===== config.mk =====
export PLATFORM = sky130hd
export DESIGN_NAME = payload_ctrl_indirect_access
export DESIGN_NICKNAME = d
export VERILOG_FILES = /design/src/hdl/payload_ctrl_pkg.sv /design/src/hdl/indirect_table.sv /design/src/hdl/payload_ctrl_indirect_access.sv
export SDC_FILE = /design/constraint.sdc
export NUM_CORES = 2
export LEC_CHECK = 0
export BUFFER_PORTS_ARGS = -buffer_cell sky130_fd_sc_hd__buf_4
export CAP_MARGIN = 5
export CORE_MARGIN = 2
export CORE_UTILIZATION = 30
export CTS_BUF_LIST = sky130_fd_sc_hd__clkbuf_8
export CTS_CLUSTER_DIAMETER = 50
export DETAILED_ROUTE_END_ITERATION = 8
export PLACE_DENSITY = 0.43
export SLEW_MARGIN = 15
export SYNTH_ARGS = -nofsm -noshare
export SYNTH_HDL_FRONTEND = slang
export SYNTH_HIERARCHICAL = 1
export SYNTH_SLANG_ARGS = --single-unit

===== constraint.sdc =====
create_clock -name ref_clk -period 173.2 [get_ports ref_clk]
set_input_delay 34.64 -clock ref_clk [delete_from_list [all_inputs] [get_ports ref_clk]]
set_output_delay 34.64 -clock ref_clk [all_outputs]
set_load 0.01 [all_outputs]

===== src/hdl/payload_ctrl_pkg.sv =====
// constants shared by the payload control indirect access block
package payload_ctrl_pkg;

  // ----------------------------------------------------------------
  // register offsets
  // ----------------------------------------------------------------
  localparam logic [7:0] RX_PAYLOAD_CFG_OFS           = 8'h5C;
  localparam logic [7:0] RX_PAYLOAD_ACCESS_STATUS_OFS = 8'h5D;
  localparam logic [7:0] TX_PAYLOAD_CFG_OFS           = 8'h60;
  localparam logic [7:0] TX_PAYLOAD_ACCESS_STATUS_OFS = 8'h61;
  localparam logic [7:0] RX_SIGNALING_BUF_CFG_OFS     = 8'h64;
  localparam logic [7:0] RX_SIGNALING_BUF_STATUS_OFS  = 8'h65;
  localparam logic [7:0] RX_PAYLOAD_INDIRECT_ADDR_OFS = 8'hDE;
  localparam logic [7:0] RX_PAYLOAD_INDIRECT_DATA_OFS = 8'hDF;
  localparam logic [7:0] TX_PAYLOAD_INDIRECT_ADDR_OFS = 8'hE2;
  localparam logic [7:0] TX_PAYLOAD_INDIRECT_DATA_OFS = 8'hE3;

  // ----------------------------------------------------------------
  // fields and reset values
  // ----------------------------------------------------------------
  localparam int         BLOCK_ACCESS_ENABLE_BIT = 0;
  localparam int         BUSY_BIT                = 7;
  localparam int         READ_SEL_BIT            = 7;
  localparam int         TX_TEST_BIT             = 3;
  localparam int         RX_TEST_BIT             = 7;
  localparam int         TS_BASE                 = 32;
  localparam int         NUM_TS                  = 32;
  localparam int         TABLE_ENTRIES           = 128;
  localparam int         INDEX_W                 = 7;
  localparam logic [7:0] REG_RESET               = 8'h00;
  localparam logic [7:0] UNMAPPED_READ           = 8'h00;

  // ----------------------------------------------------------------
  // timing: cycles of busy before an entry transfer completes
  // ----------------------------------------------------------------
  localparam int         XFER_CYCLES             = 4;

  typedef enum logic [1:0] {
    XFER_IDLE = 2'b00,
    XFER_RUN  = 2'b01,
    XFER_DONE = 2'b11
  } xfer_state_t;

endpackage : payload_ctrl_pkg


===== src/hdl/indirect_table.sv =====
// one indirect control table with its busy-timed transfer engine
module indirect_table #(
  parameter int ENTRIES     = payload_ctrl_pkg::TABLE_ENTRIES,
  parameter int TEST_BIT    = payload_ctrl_pkg::TX_TEST_BIT,
  parameter int XFER_CYCLES = payload_ctrl_pkg::XFER_CYCLES,
  parameter int NUM_TS      = payload_ctrl_pkg::NUM_TS
) (
  input  wire logic              clk,
  input  wire logic              rst_n,
  input  wire logic              enable,
  input  wire logic              start,
  input  wire logic              rw_read,
  input  wire logic [6:0]        index,
  input  wire logic [7:0]        wdata,
  output logic                   busy,
  output logic                   rd_done,
  output logic [7:0]             rd_value,
  output logic [NUM_TS-1:0]      test_mask
);

  localparam int CNT_W = $clog2(XFER_CYCLES + 1);
  localparam logic [CNT_W-1:0] CNT_LOAD = CNT_W'(XFER_CYCLES);
  localparam logic [CNT_W-1:0] CNT_LAST = CNT_W'(1);

  payload_ctrl_pkg::xfer_state_t state_reg;
  logic [CNT_W-1:0] cnt_reg;
  logic [6:0]       idx_reg;
  logic [7:0]       data_reg;
  logic             read_reg;
  logic [7:0]       table_reg [ENTRIES];

  // ----------------------------------------------------------------
  // transfer sequencing
  // ----------------------------------------------------------------
  // a start while disabled or busy is dropped; the top already filters it
  always_ff @(posedge clk or negedge rst_n) begin
    if (!rst_n) begin
      state_reg <= payload_ctrl_pkg::XFER_IDLE;
      cnt_reg   <= '0;
    end else begin
      case (state_reg)
        payload_ctrl_pkg::XFER_IDLE: begin
          if (start && enable) begin
            state_reg <= payload_ctrl_pkg::XFER_RUN;
            cnt_reg   <= CNT_LOAD;
          end
        end
        payload_ctrl_pkg::XFER_RUN: begin
          if (cnt_reg == CNT_LAST) begin
            state_reg <= payload_ctrl_pkg::XFER_DONE;
          end
          cnt_reg <= cnt_reg - CNT_LAST;
        end
        default: begin
          state_reg <= payload_ctrl_pkg::XFER_IDLE;
        end
      endcase
    end
  end

  always_ff @(posedge clk or negedge rst_n) begin
    if (!rst_n) begin
      idx_reg  <= '0;
      data_reg <= payload_ctrl_pkg::REG_RESET;
      read_reg <= 1'b0;
    end else if (state_reg == payload_ctrl_pkg::XFER_IDLE && start && enable) begin
      idx_reg  <= index;
      data_reg <= wdata;
      read_reg <= rw_read;
    end
  end

  // entry moves only at the end of the last run cycle, one cycle before busy drops
  always_ff @(posedge clk or negedge rst_n) begin
    if (!rst_n) begin
      for (int i = 0; i < ENTRIES; i++) begin
        table_reg[i] <= payload_ctrl_pkg::REG_RESET;
      end
    end else if (state_reg == payload_ctrl_pkg::XFER_RUN && cnt_reg == CNT_LAST
                 && !read_reg) begin
      table_reg[idx_reg] <= data_reg;
    end
  end

  always_ff @(posedge clk or negedge rst_n) begin
    if (!rst_n) begin
      rd_done  <= 1'b0;
      rd_value <= payload_ctrl_pkg::REG_RESET;
    end else begin
      rd_done <= state_reg == payload_ctrl_pkg::XFER_RUN && cnt_reg == CNT_LAST && read_reg;
      if (state_reg == payload_ctrl_pkg::XFER_RUN && cnt_reg == CNT_LAST && read_reg) begin
        rd_value <= table_reg[idx_reg];
      end
    end
  end

  assign busy = state_reg != payload_ctrl_pkg::XFER_IDLE;

  // ----------------------------------------------------------------
  // per-timeslot test-pattern routing
  // ----------------------------------------------------------------
  for (genvar t = 0; t < NUM_TS; t++) begin : g_ts
    assign test_mask[t] = enable && table_reg[payload_ctrl_pkg::TS_BASE + t][TEST_BIT];
  end

endmodule : indirect_table


===== src/hdl/payload_ctrl_indirect_access.sv =====
// register bank and indirect access path for the payload control tables
//
// Summary of operation
// - block works only while config bit0 set
// - busy in status bit7; access only when clear
// - data 08H then 20H+timeslot sets transmit test
// - data 80H then entry address sets receive test
module payload_ctrl_indirect_access #(
  parameter int XFER_CYCLES = payload_ctrl_pkg::XFER_CYCLES
) (
  input  wire logic        ref_clk,
  input  wire logic        rst_n,
  input  wire logic [7:0]  reg_addr,
  input  wire logic [7:0]  reg_wdata,
  input  wire logic        reg_wr,
  input  wire logic        reg_rd,
  output logic      [7:0]  reg_rdata,
  output logic             reg_rvalid,
  output logic      [31:0] tx_test_ts,
  output logic      [31:0] rx_test_ts,
  output logic             rx_signaling_buffer_en
);

  // ----------------------------------------------------------------
  // reset release
  // ----------------------------------------------------------------
  logic rst_meta_reg;
  logic rst_sync_n;

  always_ff @(posedge ref_clk or negedge rst_n) begin
    if (!rst_n) begin
      rst_meta_reg <= 1'b0;
      rst_sync_n   <= 1'b0;
    end else begin
      rst_meta_reg <= 1'b1;
      rst_sync_n   <= rst_meta_reg;
    end
  end

  // ----------------------------------------------------------------
  // register file
  // ----------------------------------------------------------------
  logic [7:0] rx_payload_cfg_reg;
  logic [7:0] tx_payload_cfg_reg;
  logic [7:0] rx_signaling_buf_cfg_reg;
  logic [7:0] rx_addr_reg;
  logic [7:0] rx_data_reg;
  logic [7:0] tx_addr_reg;
  logic [7:0] tx_data_reg;
  logic [7:0] rd_next;
  logic       rx_busy;
  logic       tx_busy;
  logic       rx_rd_done;
  logic       tx_rd_done;
  logic [7:0] rx_rd_value;
  logic [7:0] tx_rd_value;
  logic       rx_en;
  logic       tx_en;
  logic       rx_start;
  logic       tx_start;

  assign rx_en = rx_payload_cfg_reg[payload_ctrl_pkg::BLOCK_ACCESS_ENABLE_BIT];
  assign tx_en = tx_payload_cfg_reg[payload_ctrl_pkg::BLOCK_ACCESS_ENABLE_BIT];
  assign rx_signaling_buffer_en =
    rx_signaling_buf_cfg_reg[payload_ctrl_pkg::BLOCK_ACCESS_ENABLE_BIT];

  // an address write is the trigger; it is refused while busy or disabled
  assign rx_start = reg_wr && reg_addr == payload_ctrl_pkg::RX_PAYLOAD_INDIRECT_ADDR_OFS
                    && !rx_busy && rx_en;
  assign tx_start = reg_wr && reg_addr == payload_ctrl_pkg::TX_PAYLOAD_INDIRECT_ADDR_OFS
                    && !tx_busy && tx_en;

  always_ff @(posedge ref_clk or negedge rst_sync_n) begin
    if (!rst_sync_n) begin
      rx_payload_cfg_reg       <= payload_ctrl_pkg::REG_RESET;
      tx_payload_cfg_reg       <= payload_ctrl_pkg::REG_RESET;
      rx_signaling_buf_cfg_reg <= payload_ctrl_pkg::REG_RESET;
    end else if (reg_wr) begin
      if (reg_addr == payload_ctrl_pkg::RX_PAYLOAD_CFG_OFS) begin
        rx_payload_cfg_reg <= reg_wdata;
      end else if (reg_addr == payload_ctrl_pkg::TX_PAYLOAD_CFG_OFS) begin
        tx_payload_cfg_reg <= reg_wdata;
      end else if (reg_addr == payload_ctrl_pkg::RX_SIGNALING_BUF_CFG_OFS) begin
        rx_signaling_buf_cfg_reg <= reg_wdata;
      end
    end
  end

  // staging registers ignore host writes while a transfer runs; a finished read still loads its result into data
  always_ff @(posedge ref_clk or negedge rst_sync_n) begin
    if (!rst_sync_n) begin
      rx_addr_reg <= payload_ctrl_pkg::REG_RESET;
      rx_data_reg <= payload_ctrl_pkg::REG_RESET;
    end else if (rx_rd_done) begin
      rx_data_reg <= rx_rd_value;
    end else if (reg_wr && !rx_busy) begin
      if (reg_addr == payload_ctrl_pkg::RX_PAYLOAD_INDIRECT_ADDR_OFS) begin
        rx_addr_reg <= reg_wdata;
      end else if (reg_addr == payload_ctrl_pkg::RX_PAYLOAD_INDIRECT_DATA_OFS) begin
        rx_data_reg <= reg_wdata;
      end
    end
  end

  always_ff @(posedge ref_clk or negedge rst_sync_n) begin
    if (!rst_sync_n) begin
      tx_addr_reg <= payload_ctrl_pkg::REG_RESET;
      tx_data_reg <= payload_ctrl_pkg::REG_RESET;
    end else if (tx_rd_done) begin
      tx_data_reg <= tx_rd_value;
    end else if (reg_wr && !tx_busy) begin
      if (reg_addr == payload_ctrl_pkg::TX_PAYLOAD_INDIRECT_ADDR_OFS) begin
        tx_addr_reg <= reg_wdata;
      end else if (reg_addr == payload_ctrl_pkg::TX_PAYLOAD_INDIRECT_DATA_OFS) begin
        tx_data_reg <= reg_wdata;
      end
    end
  end

  // ----------------------------------------------------------------
  // read path
  // ----------------------------------------------------------------
  // the signaling buffer has no indirect port here, so its busy reads 0
  always_comb begin
    rd_next = payload_ctrl_pkg::UNMAPPED_READ;
    if (reg_addr == payload_ctrl_pkg::RX_PAYLOAD_CFG_OFS) begin
      rd_next = rx_payload_cfg_reg;
    end else if (reg_addr == payload_ctrl_pkg::RX_PAYLOAD_ACCESS_STATUS_OFS) begin
      rd_next[payload_ctrl_pkg::BUSY_BIT] = rx_busy;
    end else if (reg_addr == payload_ctrl_pkg::TX_PAYLOAD_CFG_OFS) begin
      rd_next = tx_payload_cfg_reg;
    end else if (reg_addr == payload_ctrl_pkg::TX_PAYLOAD_ACCESS_STATUS_OFS) begin
      rd_next[payload_ctrl_pkg::BUSY_BIT] = tx_busy;
    end else if (reg_addr == payload_ctrl_pkg::RX_SIGNALING_BUF_CFG_OFS) begin
      rd_next = rx_signaling_buf_cfg_reg;
    end else if (reg_addr == payload_ctrl_pkg::RX_PAYLOAD_INDIRECT_ADDR_OFS) begin
      rd_next = rx_addr_reg;
    end else if (reg_addr == payload_ctrl_pkg::RX_PAYLOAD_INDIRECT_DATA_OFS) begin
      rd_next = rx_data_reg;
    end else if (reg_addr == payload_ctrl_pkg::TX_PAYLOAD_INDIRECT_ADDR_OFS) begin
      rd_next = tx_addr_reg;
    end else if (reg_addr == payload_ctrl_pkg::TX_PAYLOAD_INDIRECT_DATA_OFS) begin
      rd_next = tx_data_reg;
    end
  end

  always_ff @(posedge ref_clk or negedge rst_sync_n) begin
    if (!rst_sync_n) begin
      reg_rdata  <= payload_ctrl_pkg::REG_RESET;
      reg_rvalid <= 1'b0;
    end else begin
      reg_rvalid <= reg_rd;
      if (reg_rd) begin
        reg_rdata <= rd_next;
      end
    end
  end

  // ----------------------------------------------------------------
  // indirect tables
  // ----------------------------------------------------------------
  indirect_table #(
    .ENTRIES     (payload_ctrl_pkg::TABLE_ENTRIES),
    .TEST_BIT    (payload_ctrl_pkg::RX_TEST_BIT),
    .XFER_CYCLES (XFER_CYCLES),
    .NUM_TS      (payload_ctrl_pkg::NUM_TS)
  ) u_rx_payload_ctrl (
    .clk       (ref_clk),
    .rst_n     (rst_sync_n),
    .enable    (rx_en),
    .start     (rx_start),
    .rw_read   (reg_wdata[payload_ctrl_pkg::READ_SEL_BIT]),
    .index     (reg_wdata[payload_ctrl_pkg::INDEX_W-1:0]),
    .wdata     (rx_data_reg),
    .busy      (rx_busy),
    .rd_done   (rx_rd_done),
    .rd_value  (rx_rd_value),
    .test_mask (rx_test_ts)
  );

  indirect_table #(
    .ENTRIES     (payload_ctrl_pkg::TABLE_ENTRIES),
    .TEST_BIT    (payload_ctrl_pkg::TX_TEST_BIT),
    .XFER_CYCLES (XFER_CYCLES),
    .NUM_TS      (payload_ctrl_pkg::NUM_TS)
  ) u_tx_payload_ctrl (
    .clk       (ref_clk),
    .rst_n     (rst_sync_n),
    .enable    (tx_en),
    .start     (tx_start),
    .rw_read   (reg_wdata[payload_ctrl_pkg::READ_SEL_BIT]),
    .index     (reg_wdata[payload_ctrl_pkg::INDEX_W-1:0]),
    .wdata     (tx_data_reg),
    .busy      (tx_busy),
    .rd_done   (tx_rd_done),
    .rd_value  (tx_rd_value),
    .test_mask (tx_test_ts)
  );
endmodule : payload_ctrl_indirect_access


==> results.md <==
* Crit end category: output port
* Num CTS Buffers at between 400 and 500
* CTS tree: built
* CP Cell Sequence: buf_4, and2_1, buf_4
* Peak supply drop at 0.005205 mV
* Post-Synth XOR/XNOR Area at 0.0001724
* Main combinational cell family by area after synthesis: multiplexers
* # IOs at 94
* # hold bufs at CTS at 0
* Flops & latches, synth at 2175
* Yosys Warn Count at 6
* Drt via density at 5.360
* Switching part of the total at 0.2346
* Synth Area in Compound Gates at 0.07622
* Crit-path max FO at 34
* RSZ-0062 raised after global routing: no
* Vias at 66339
* Lkg Pwr at roughly 56 nW
* Internal Power at about 800 uW
* Worst relative slew slack at 0.1221
* Die X-Extent at 585.9 um
* Core region area at 336900 um2
* Clock network fraction of design power at 0.498
* Initial antenna violation count at 15
* Final instance area at around 120000 um2
* Min-delay src: rst_meta_reg
* DP HPWL at 228800 um
* Mapped Area at 101600 um2
* Crit path time final at between 30 and 40 ns
* Kind of critical path: flop to output port
* Area contributors post-synth: dfrtp_1 54%, mux2_2 25%, mux4_2 3.1%, a221oi_1 2.3%, mux2i_1 2.0%
* Setup bufs post-CTS at 0
* Largest net degree at the start of global routing at 181
* Status: finished clean
* Post-route DRC violation count at 0
* Cell repeated most along the worst path: buf_4
* Post-synth EDFFs at 0
* Syn nets at 7429
* Wire per inst at 30.05 um
* Synth top area share at 0.5358
* Simple-gate area share of the yosys netlist at 0.05210
* Clock Sinks at approximately 2200
* Cell taking the most area after synthesis: dfrtp_1
* Max incr delay on CP at 0.41 ns
* R2R Path Start: u_tx_payload_ctrl/idx_reg[1]
* Data arrival time of the worst path at 2.28 ns
* Hold depth at 0
* Final Util at 0.3430
* Primary FF master, synth: dfrtp_1
* Clk pin slew, worst setup/hold paths at approximately 0.050 ns
* Req. time, crit path at 138.56 ns
* Worst Skew at 0.1332 ns
* Root Driver: clkbuf_8
* Die height at 585.9 um
* Total negative slack at 0 ns
* Flop pwr share at 0.489
* Die ar. at 343300 um2
* Gpl congestion at 0.8266
* Maxcap violations at 0
* Nets at between 7000 and 8000
* Period utilization at 0.2131
* Setup Viol. Count Final at 0
* Drt pass-1 iters at 7
* GR Util All Layers at 0.2142
* Combinational power share at 0.013
* Hold-critical path endpoint: rst_sync_n
* Crit path launch type: flop
* Library cells used by synthesis at 101
* GRT Residual Overflow at 0
* Cell Rows at 213
* Switch Pwr at 244.9 uW
* Post-Synth Adder-Cell Area at 0.0004927
* Reg2reg path depth at 9
* R2R Setup Slk at around 170 ns
* HP Class: flop to flop
* Post-synthesis mux area share at 0.3067
* Placed inst area at roughly 110000 um2
* Synth-to-layout area growth at 13.76%
* H-Tree Depth at 5
* Fmax at between 0.02 and 0.03 GHz
* Slowest stage cell on the critical path: dfrtp_1
* First-pass GRT wire length at around 540000 um
* Final Hold Vio Count at 0
* Layout cells sized above 1 at 0.4610
* Register area share after synthesis at 0.5358
* Cell Pwr Density at 9.034 nW/um2
* Post-route ant nets at 0
* Total Wirelength at 372000 um
* Slew Viols, Final at 0
* Vias in the first global route at 70026
* Post-CTS Resized at 0
* Cells after Synth at 7405
* FF-to-FF End: u_tx_payload_ctrl/rd_value[3]
* Syn Area/Cell at approximately 14 um2
* CTS Buffer Depth at 4
* Initial Util at 0.3015
* Fraction of registers with async set or reset after synthesis at 1.000
* Worst skew pair latency at 1.12 ns
* IO Port Bufs at 93
* Worst Tran Pin Value at 1.299 ns
* Initial detailed-routing violation count at 4383
[layout by cell type, fill, tap and decap left out, types with 33 or more instances in the layout]
cell	instances
clkinv_2	41
mux2_1	43
nor2_4	40
clkbuf_8	532
and2_1	75
inv_1	163
o21ai_0	162
nand3_1	50
mux2i_1	200
a221o_1	40
nor2_2	159
dfrtp_1	2149
mux2_2	2264
nor2_1	133
a211oi_1	33
a22oi_1	99
nand2_1	249
buf_4	265
mux4_2	138
o22ai_1	39
a221oi_1	261
a21oi_1	153
[cells in the mapped netlist (all sizes together) (12+ instances only)]
| library cell | n |
|---|---|
| a211oi | 33 |
| a21oi | 153 |
| a221o | 40 |
| a221oi | 263 |
| a22o | 29 |
| a22oi | 99 |
| a31oi | 29 |
| and2 | 79 |
| and3 | 12 |
| buf | 270 |
| clkbuf | 315 |
| dfrtp | 2175 |
| inv | 17 |
| mux2 | 2308 |
| mux2i | 200 |
| mux4 | 140 |
| nand2 | 274 |
| nand2b | 26 |
| nand3 | 56 |
| nor2 | 352 |
| nor2b | 21 |
| nor3 | 33 |
| nor3b | 14 |
| o211ai | 16 |
| o21ai | 180 |
| o221ai | 25 |
| o22ai | 39 |
| o2bb2ai | 18 |
[worst max-delay path: cells and delay by family (launching register included)]
| family | cells | cell delay, ns |
|---|---|---|
| DFF | 1 | 0.41 |
| and+or+nand+nor | 1 | 0.24 |
| buffers and inverters | 2 | 0.52 |
[worst max-delay path by stage]
stage / slack (ns) / end / start / depth (start not counted)
3_5_place_dp: 135.69 / u_rx_payload_ctrl/data_reg[2] / reg_addr[2] / 7
6_report: 136.28 / rx_test_ts[7] / rx_payload_cfg_reg[0] / 3
2_1_floorplan: 108.08 / reg_rdata[0] / rst_sync_n / 0
5_1_grt: 136.12 / rx_test_ts[7] / rx_payload_cfg_reg[0] / 3
4_1_cts: 136.10 / rx_test_ts[7] / rx_payload_cfg_reg[0] / 3
3_3_place_gp: 135.70 / u_rx_payload_ctrl/read_reg / reg_addr[2] / 7
[power groups by stage]
stage | logic (mW) | clock network (mW) | registers (mW)
floorplan | 0.00157 | 0 | 0.528
global placement | 0.0144 | 0 | 0.519
detailed placement | 0.0147 | 0 | 0.519
CTS | 0.0148 | 0.537 | 0.510
global route | 0.0162 | 0.561 | 0.510
finish | 0.0139 | 0.520 | 0.510
[cell families (layout without fill, tap and decap cells)]
logic type	count (synthesis)	after routing
AOI/OAI and AO/OA	1054	1054
buffers and inverters	604	1054
xor gates and xnor gates	2	2
muxes	2648	2648
DFF	2175	2175
other	1	8
adders and majority gates	4	4
and+or+nand+nor	917	917
[per-stage QoR]
stage / hold WS (ns) / power [mW] / setup slack, ns / cells
5_1_grt: 0.3726 / 1.087 / 136.12 / 12371
3_5_place_dp: 0.3403 / 0.5341 / 135.69 / 11614
3_3_place_gp: 0.3420 / 0.5338 / 135.70 / 11614
6_report: 0.3557 / 1.044 / 136.28 / 12377
4_1_cts: 0.3620 / 1.062 / 136.10 / 12370
2_1_floorplan: 0.3312 / 0.5296 / 108.08 / 7405
[routing by layer]
layer  wire length, um  GRT usage  up-vias  part of all wire
met5                42          0        -           0.00011
met4             14300    0.07985        6             0.038
met3             15020    0.02831      612             0.040
met2            179700     0.3577     1609              0.48
met1            162900     0.2826    36210              0.44
li1                  -          -    27902                 -
[layout make-up]
class / instances / area, um2
Fill cell: 33164 / 221300
Sequential cell: 2175 / 54520
Multi-Input combinational cell: 4626 / 44460
Clock buffer: 532 / 7322
Tap cell: 4515 / 5649
Timing Repair Buffer: 279 / 2270
Clock inverter: 224 / 1236
Inverter: 19 / 78.83
Antenna cell: 7 / 17.52
Power figures use the tool's default switching activity.
